[src/logic/esr_pkg.sv]
/*
  Shared constants of the edge clocked shift register: word geometry and
  reset values. Assumes nothing beyond a SystemVerilog compiler.
*/
package esr_pkg;
  localparam int WORD_W = 16;
  localparam int NUM_WORDS = 8;
  localparam int IDX_W = 3;
  localparam int BIT_W = 4;
  localparam int ADDR_W = IDX_W + BIT_W;
  localparam int REG_W = WORD_W * NUM_WORDS;
  localparam logic PREV_RST = 1'b0;
  localparam logic [WORD_W-1:0] WORD_RST = 16'h0000;
endpackage

[src/logic/esr_word_cell.sv]
/*
  One 16-bit word of the shift register: clear, shift-in from the word
  below, and a single-bit write that wins over both. Assumes the caller
  gates clear and shift with the execution strobe and the word range.
*/
`timescale 1ns/1ns
module esr_word_cell (
  // Clock and reset
  input wire logic clock,
  input wire logic srst,
  // Word control
  input wire logic clr,
  input wire logic shift,
  input wire logic carry_in,
  // Bit write
  input wire logic wr_en,
  input wire logic [esr_pkg::BIT_W-1:0] wr_bit,
  input wire logic wr_val,
  // Word contents
  output logic [esr_pkg::WORD_W-1:0] q_ff
);
  logic [esr_pkg::WORD_W-1:0] nxt_q;

  always_comb begin
    nxt_q = q_ff;
    if (clr) begin
      nxt_q = esr_pkg::WORD_RST;
    end else if (shift) begin
      nxt_q = {q_ff[esr_pkg::WORD_W-2:0], carry_in};
    end
    // A bit written by other logic lands as issued, after any shift.
    if (wr_en) begin
      nxt_q[wr_bit] = wr_val;
    end
  end

  always_ff @(posedge clock) begin
    if (srst) begin
      q_ff <= esr_pkg::WORD_RST;
    end else begin
      q_ff <= nxt_q;
    end
  end
endmodule

[src/logic/esr_shift_reg.sv]
/*
  Multi-word serial-in shift register evaluated once per execution
  strobe. Assumes all inputs come from logic on the same clock, and that
  the start word is not above the end word.
*/
`timescale 1ns/1ns
module esr_shift_reg (
  // Clock and reset
  input wire logic clock,
  input wire logic srst,
  // Execution inputs
  input wire logic exec_strobe,
  input wire logic data_in,
  input wire logic shift_pulse,
  input wire logic clear_in,
  // Register span
  input wire logic [esr_pkg::IDX_W-1:0] low_end_word,
  input wire logic [esr_pkg::IDX_W-1:0] high_end_word,
  // Single-bit write from other logic
  input wire logic bit_wr_en,
  input wire logic [esr_pkg::ADDR_W-1:0] bit_wr_addr,
  input wire logic bit_wr_val,
  // Register contents and stored pulse level
  output logic [esr_pkg::REG_W-1:0] reg_words,
  output logic prev_pulse_ff
);
  // ---------------------------------------------------------------
  // Decoding
  // ---------------------------------------------------------------
  function automatic logic in_span(
    input logic [esr_pkg::IDX_W-1:0] w,
    input logic [esr_pkg::IDX_W-1:0] lo,
    input logic [esr_pkg::IDX_W-1:0] hi);
    in_span = (w >= lo) && (w <= hi);
  endfunction

  logic nxt_prev_pulse;
  wire do_clear = exec_strobe && clear_in;
  wire do_shift = exec_strobe && shift_pulse && !prev_pulse_ff
    && !clear_in;
  wire [esr_pkg::IDX_W-1:0] wr_word =
    bit_wr_addr[esr_pkg::ADDR_W-1:esr_pkg::BIT_W];
  wire [esr_pkg::BIT_W-1:0] wr_bit = bit_wr_addr[esr_pkg::BIT_W-1:0];
  wire [esr_pkg::REG_W-1:0] span_mask;

  // ---------------------------------------------------------------
  // Word array
  // ---------------------------------------------------------------
  // Words outside the span are never cleared or shifted, so two
  // registers built side by side do not disturb each other.
  for (genvar w = 0; w < esr_pkg::NUM_WORDS; w++) begin : g_word
    localparam logic [esr_pkg::IDX_W-1:0] WI = esr_pkg::IDX_W'(w);
    wire in_w = in_span(WI, low_end_word, high_end_word);
    wire carry;
    if (w == 0) begin : g_first
      assign carry = data_in;
    end else begin : g_rest
      // Above the low end word, bit 15 of the word below crosses into bit 0 here.
      assign carry = (WI == low_end_word) ? data_in
        : reg_words[w*esr_pkg::WORD_W-1];
    end
    assign span_mask[w*esr_pkg::WORD_W +: esr_pkg::WORD_W] =
      {esr_pkg::WORD_W{in_w}};
    esr_word_cell u_cell (
      .clock(clock),
      .srst(srst),
      .clr(do_clear && in_w),
      .shift(do_shift && in_w),
      .carry_in(carry),
      .wr_en(bit_wr_en && (wr_word == WI)),
      .wr_bit(wr_bit),
      .wr_val(bit_wr_val),
      .q_ff(reg_words[w*esr_pkg::WORD_W +: esr_pkg::WORD_W])
    );
  end

  // ---------------------------------------------------------------
  // Edge memory
  // ---------------------------------------------------------------
  // Sampled on every execution, clear or not, so a pulse held high
  // through a clear does not shift on release.
  assign nxt_prev_pulse = exec_strobe ? shift_pulse : prev_pulse_ff;

  always_ff @(posedge clock) begin
    if (srst) begin
      prev_pulse_ff <= esr_pkg::PREV_RST;
    end else begin
      prev_pulse_ff <= nxt_prev_pulse;
    end
  end
  // There are no status flags: no output reports errors; only the checks below do.

  // ---------------------------------------------------------------
  // Checks
  // ---------------------------------------------------------------
  // Checks on the new contents index the span sampled with the request,
  // so a span moved right after a shift is not misread as a fault.
  wire [esr_pkg::ADDR_W-1:0] lsb_idx =
    {low_end_word, {esr_pkg::BIT_W{1'b0}}};
  wire [esr_pkg::WORD_W-1:0] low_word =
    reg_words[lsb_idx +: esr_pkg::WORD_W];
endmodule

[config.mk]
export PLATFORM = sky130hd
export DESIGN_NAME = esr_shift_reg
export DESIGN_NICKNAME = d
export VERILOG_FILES = /design/src/logic/esr_pkg.sv /design/src/logic/esr_word_cell.sv /design/src/logic/esr_shift_reg.sv
export SDC_FILE = /design/constraint.sdc
export NUM_CORES = 1
export LEC_CHECK = 0
export ABC_AREA = 1
export BUFFER_PORTS_ARGS = -buffer_cell sky130_fd_sc_hd__buf_4
export CORE_ASPECT_RATIO = 1.25
export CORE_MARGIN = 10
export CORE_UTILIZATION = 60
export CTS_CLUSTER_SIZE = 10
export DETAILED_ROUTE_END_ITERATION = 10
export PLACE_DENSITY = 0.88
export SYNTH_ARGS = -nofsm -noshare
export SYNTH_HDL_FRONTEND = slang
export SYNTH_SLANG_ARGS = --single-unit
[constraint.sdc]
create_clock -name clock -period 3.4 [get_ports clock]
set_input_delay 0.17 -clock clock [delete_from_list [all_inputs] [get_ports clock]]
set_output_delay 0.17 -clock clock [all_outputs]
set_load 0.05 [all_outputs]
### After elaboration in Yosys (flattened, before gate mapping)

Index checks and enable logic that the tools add are counted.

* register bits: 129
* input port bits: 21
* output and inout bits: 129

* mux-type cells: 41
* equality and inequality tests: 14
* reduce and logical (&&, ||, !) cells: 40
* order comparisons: 18

Operator list (count)
* 16-bit 2-to-1 mux: 24
* 16-bit bitwise mux: 8
* 1-bit logical AND: 37
* 3-bit equality test, first input constant: 4
* 3-bit equality test, second input constant: 4
* 3-bit greater-or-equal comparator, first input constant: 4
* 3-bit <= comparator, first input constant: 4
* 1-bit 2-to-1 mux: 8
* 2-bit by 3-bit equality test with 1-bit output, first input constant: 2
* 3-bit by 2-bit equality test with 1-bit output, second input constant: 2
* 1-bit by 3-bit greater-or-equal comparator with 1-bit output, first input constant: 2
* 2-bit by 3-bit greater-or-equal comparator with 1-bit output, first input constant: 2
* 1-bit by 3-bit <= comparator with 1-bit output, first input constant: 2
* 2-bit by 3-bit <= comparator with 1-bit output, first input constant: 2
* 4-bit by 5-bit less-than comparator with 1-bit output, second input constant: 1
* 1-bit demux with 4-bit select: 1
* 4-bit by 1-bit greater-or-equal comparator with 1-bit output, second input constant: 1
* 1-bit by 3-bit equality test with 1-bit output, first input constant: 1
* 3-bit by 1-bit equality test with 1-bit output, second input constant: 1
* 3-bit logical NOT: 1
* 1-bit logical NOT: 2

### Logic depth before layout (Yosys ltp)

* word-level depth: 8
* depth in mapped cells: 10
* mapped depth without buffers: 9

### Modules after synthesis

A second synthesis with hierarchy kept.

* cell total of the unflattened synthesis: 1671
* area, all modules: 8954.8 um^2

Modules (own cells, without submodules)
* esr_word_cell: cells an instance 197, sequential area each 320.3 um^2, area each 1066.0 um^2, times used 8
* esr_shift_reg: cells an instance 95, sequential area each 20.0 um^2, area each 426.7 um^2, times used 1

### Least setup slack after synthesis

No wires, ideal clock.

* kind: flip-flop to flip-flop
* start: register prev_pulse_ff
* end: register g_word[5].u_cell.q_ff[10] in the netlist's numbering
* setup slack: 1.715 ns
* arrival: 1.553 ns
* data required time: 3.268 ns
* period minus slack after synthesis: 1.685 ns
* stages on the path, launching flop included: 10
* path through: dfxtp_1 inv_1 nand2_1 nor2_2 buf_6 nand3_4 clkbuf_1 nand2_1 nand3_1 a21oi_1

* longest elaborated chain between the ends: 8

Ends and longest elaborated chain
* from (decl): RTL line esr_shift_reg.sv:25 `output logic prev_pulse_ff`
* from (signal assigned): RTL line esr_shift_reg.sv:86 `prev_pulse_ff <= esr_pkg::PREV_RST;`
* from (signal assigned): RTL line esr_shift_reg.sv:88 `prev_pulse_ff <= nxt_prev_pulse;`
* 1-bit logical NOT (*): RTL line esr_shift_reg.sv:39 `wire do_shift = exec_strobe && shift_pulse && !prev_pulse_ff`
* 1-bit logical AND (*): RTL line esr_shift_reg.sv:39
* 1-bit logical AND (*): RTL line esr_shift_reg.sv:40 `&& !clear_in;`
* 1-bit logical AND (*): RTL line esr_shift_reg.sv:68 `.shift(do_shift && in_w),`
* 16-bit 2-to-1 mux (*): RTL line esr_word_cell.sv:28 `end else if (shift) begin`
* 16-bit 2-to-1 mux (*): RTL line esr_word_cell.sv:26 `if (clr) begin`
* 16-bit bitwise mux: RTL line esr_word_cell.sv:33 `nxt_q[wr_bit] = wr_val;`
* 16-bit 2-to-1 mux (*): RTL line esr_word_cell.sv:32 `if (wr_en) begin`
* to (signal assigned): RTL line esr_word_cell.sv:39 `q_ff <= esr_pkg::WORD_RST;`
* to (signal assigned): RTL line esr_word_cell.sv:41 `q_ff <= nxt_q;`
* to (decl): RTL line esr_word_cell.sv:20 `output logic [esr_pkg::WORD_W-1:0] q_ff`

Every way passes the cells marked *; elsewhere a longest branch is shown, timed or not.
A chain may end at the register's enable or synchronous reset.

### Final worst setup path

* start: register prev_pulse_ff
* end: register g_word[3].u_cell.q_ff[4] in the netlist's numbering

* longest elaborated chain between the ends: 8

Ends and longest elaborated chain (RTL line)
* 1-bit logical NOT (*): esr_shift_reg.sv:39
* 1-bit logical AND (*): esr_shift_reg.sv:39
* 1-bit logical AND (*): esr_shift_reg.sv:40
* 1-bit logical AND (*): esr_shift_reg.sv:68
* 16-bit 2-to-1 mux (*): esr_word_cell.sv:28
* 16-bit 2-to-1 mux (*): esr_word_cell.sv:26
* 16-bit bitwise mux: esr_word_cell.sv:33
* 16-bit 2-to-1 mux (*): esr_word_cell.sv:32
* to (signal assigned): esr_word_cell.sv:39
* to (signal assigned): esr_word_cell.sv:41
* to (decl): esr_word_cell.sv:20

Marks and branches as above.

==> results.yml <==
power_and_ir_drop:
  pwr-share-seq: 0.393
  sw_frac_of_total: 0.275
  power_w: 0.00399
  switching_power_w: 0.00110
  power_leakage_nw: 4.34
  combPwrFrac: 0.133
  ir_drop_mv: 0.255
  power_frac_clock: 0.474
  powerDensity_nw_per_um2: 409
  internal_power_w: 0.00289
global_routing:
  grt_pass1_wl_mm: 42.2
  grt_pass1_vias: 8474
  antenna_found_initial: 0
  grt_use_total: 0.284
  grt_start_max_net_pins: 75
  grt-ovfl-total: 0
critical_path:
  crit_required_ns: 3.76
  worst-path-max-fanout: 17
  path_class: "register to register"
  critPathLaunchType: "register"
  r2r_start: "prev_pulse_ff"
  cpMaxStageDelayCell: "nand3_2"
  max_stage_delay_ns: 0.34
  startpoint: "prev_pulse_ff"
  crit_chain: "inv_1 > nand2_1 > nor2_2 > buf_4 > nand3_2 > nand2_1 > nand3_1 > a21oi_1"
  r2r_setup_slack_ns: 1.53
  crit_path_frequent_cell: "nand2_1"
  crit_path_end_kind: "register"
  cp.arrival_ns: 2.23
timing:
  relSlewSlack: 0.174
  post-route-period-util: 0.550
  layout_setup_ws_ns: 1.53
  fin_setup_tns_ns: 0
  finalMaxSlewViolations: 0
  hold_violations: 0
  worst_pin_slew_ns: 1.23
  setup_viol: 0
  rsz0062_at_grt: "false"
  min_period_ns: 1.87
  fin_skew_ns: 0.00704
  fmax_ghz: 0.535
clock_network:
  postCtsHoldBufs: 0
  postCtsSetupBuffers: 0
  cts.sinks: 129
  cts_resized: 0
  htreeDepth: 4
  root_buffer: "clkbuf_16"
  clockBufferDepth: 2
  clk_latency_ns: 0.44
  clk_pin_slew_ns: 0.06
  numCtsBuffers: 17
  tritoncts: "done"
outcome:
  status: "finished clean"
drt:
  drtIter0Drc: 1693
  wire_per_inst_um: 16.4
  highest_layer: "met4"
  vias_per_cell: 5.72
  via_count: 9506
  routed_wl_mm: 27.2
  wl_met3_mm: 3.13
  drt_pass1_iterations: 7
  final_antenna_net_count: 0
  wl_met1_mm: 10.2
  drcViolationCount: 0
  wl_met2_mm: 12.6
place:
  postPlaceCellArea_um2: 9140
  placed_cells: 1632
  port_buffers: 149
  dp_hpwl_mm: 18.3
  dp_slack_ns: 1.57
  place_congestion: 0.898
logic_synthesis:
  syn_avg_cell_area_um2: 5.86
  syn_area_um2: 8100
  yosysSeqAreaShare: 0.319
  synth_fp_nets: 1402
  yosysWarnings: 0
  ys_ff_latch: 129
  syn_inst: 1381
  ys_types: 29
final_layout:
  instances_no_fill: 1663
  syn2layout_area_growth_pct: 20.3
  nets: 1501
  antenna_cells: 0
  drive_above_1_share: 0.146
  final_area_um2: 9740
floorplan:
  fp.dieW_um: 124
  row_count: 47
  start_util: 0.612
  die-area_um2: 18600
  coreArea_um2: 13200
  die_y_um: 150
  ios: 150
min_path:
  min_path_type: "input pin to register"
  min-delay-start: "exec_strobe"
flow_run:
  maxCapViolations: 0
==> cell usage after synthesis (all sizes together) <==
master | n | area share
nand2 | 391 | 0.18
inv | 222 | 0.10
nand3 | 222 | 0.14
a21oi | 158 | 0.098
dfxtp | 129 | 0.32
nor2 | 101 | 0.053
clkbuf | 46 | 0.021
o21ai | 44 | 0.029
buf | 32 | 0.023
nand4 | 21 | 0.016
clkinv | 6 | 0.0028
o211ai | 5 | 0.0046
nand3b | 2 | 0.0019
nor3 | 1 | 0.0012
nor3b | 1 | 0.00093
==> flip-flops by register name, indices dropped and copies added, names as in the netlist <==
signal              cells
g_word.u_cell.q_ff    128
prev_pulse_ff           1
==> kinds of logic after synthesis <==
group,after synthesis,share of synthesized area
and+or+nand+nor,739,0.400
buffers and inverters,306,0.150
AOI/OAI and AO/OA,207,0.131
DFF,129,0.319
==> final timing paths <==
check	to	cells after the start
worst max-delay path	g_word[3].u_cell.q_ff[4]	8
worst min-delay path	prev_pulse_ff	4
worst max register to register	g_word[3].u_cell.q_ff[4]	8
worst min register to register	g_word[1].u_cell.q_ff[8]	4
==> cell type report <==
class,count,area [um2]
well taps,171,214
clock inverters,4,70.1
flip-flops and latches,129,2580
multi-input cells,946,4300
fillers,1174,3490
clock buffers,27,533
inverters,228,858
repair buffers,158,1190
==> cells in the final DEF, fill, tap and decap left out, drive strengths merged <==
cell type    n
nand2      391
nand3      222
inv        222
a21oi      158
buf        158
dfxtp      129
nor2       101
o21ai       44
clkbuf      27
nand4       21
clkinv       8
o211ai       5
nand3b       2
bufinv       2
nor3b        1
nor3         1
==> power by group through the flow <==
stage	combinational (W)	sequential, W	clock (W)
after floorplan	0.000266	0.00170	0
after global placement	0.000512	0.00160	0
after detailed placement	0.000518	0.00160	0
after CTS	0.000521	0.00157	0.00189
after global routing	0.000573	0.00157	0.00196
final	0.000531	0.00157	0.00189
==> layer usage <==
layer | GRT usage | vias up
met4 | 0.142 | 0
met3 | 0.0837 | 94
met1 | 0.346 | 4292
met5 | 0 | -
li1 | - | 4557
met2 | 0.445 | 563
==> per-stage QoR <==
step	hold WS (ns)	util
3_5_place_dp	0.490	0.691
6_report	0.0398	0.736
3_3_place_gp	0.482	0.691
4_1_cts	0.0393	0.736
2_1_floorplan	0.353	-
5_1_grt	0.0806	0.736
==> worst max-delay path, delay by kind of cell (launching register included) <==
family          cells  cell delay [ns]
buf+inv             2             0.39
compound gates      1             0.15
flops               1             0.32
simple gates        5             0.93
No activity file was read; power rests on OpenSTA's default activity.
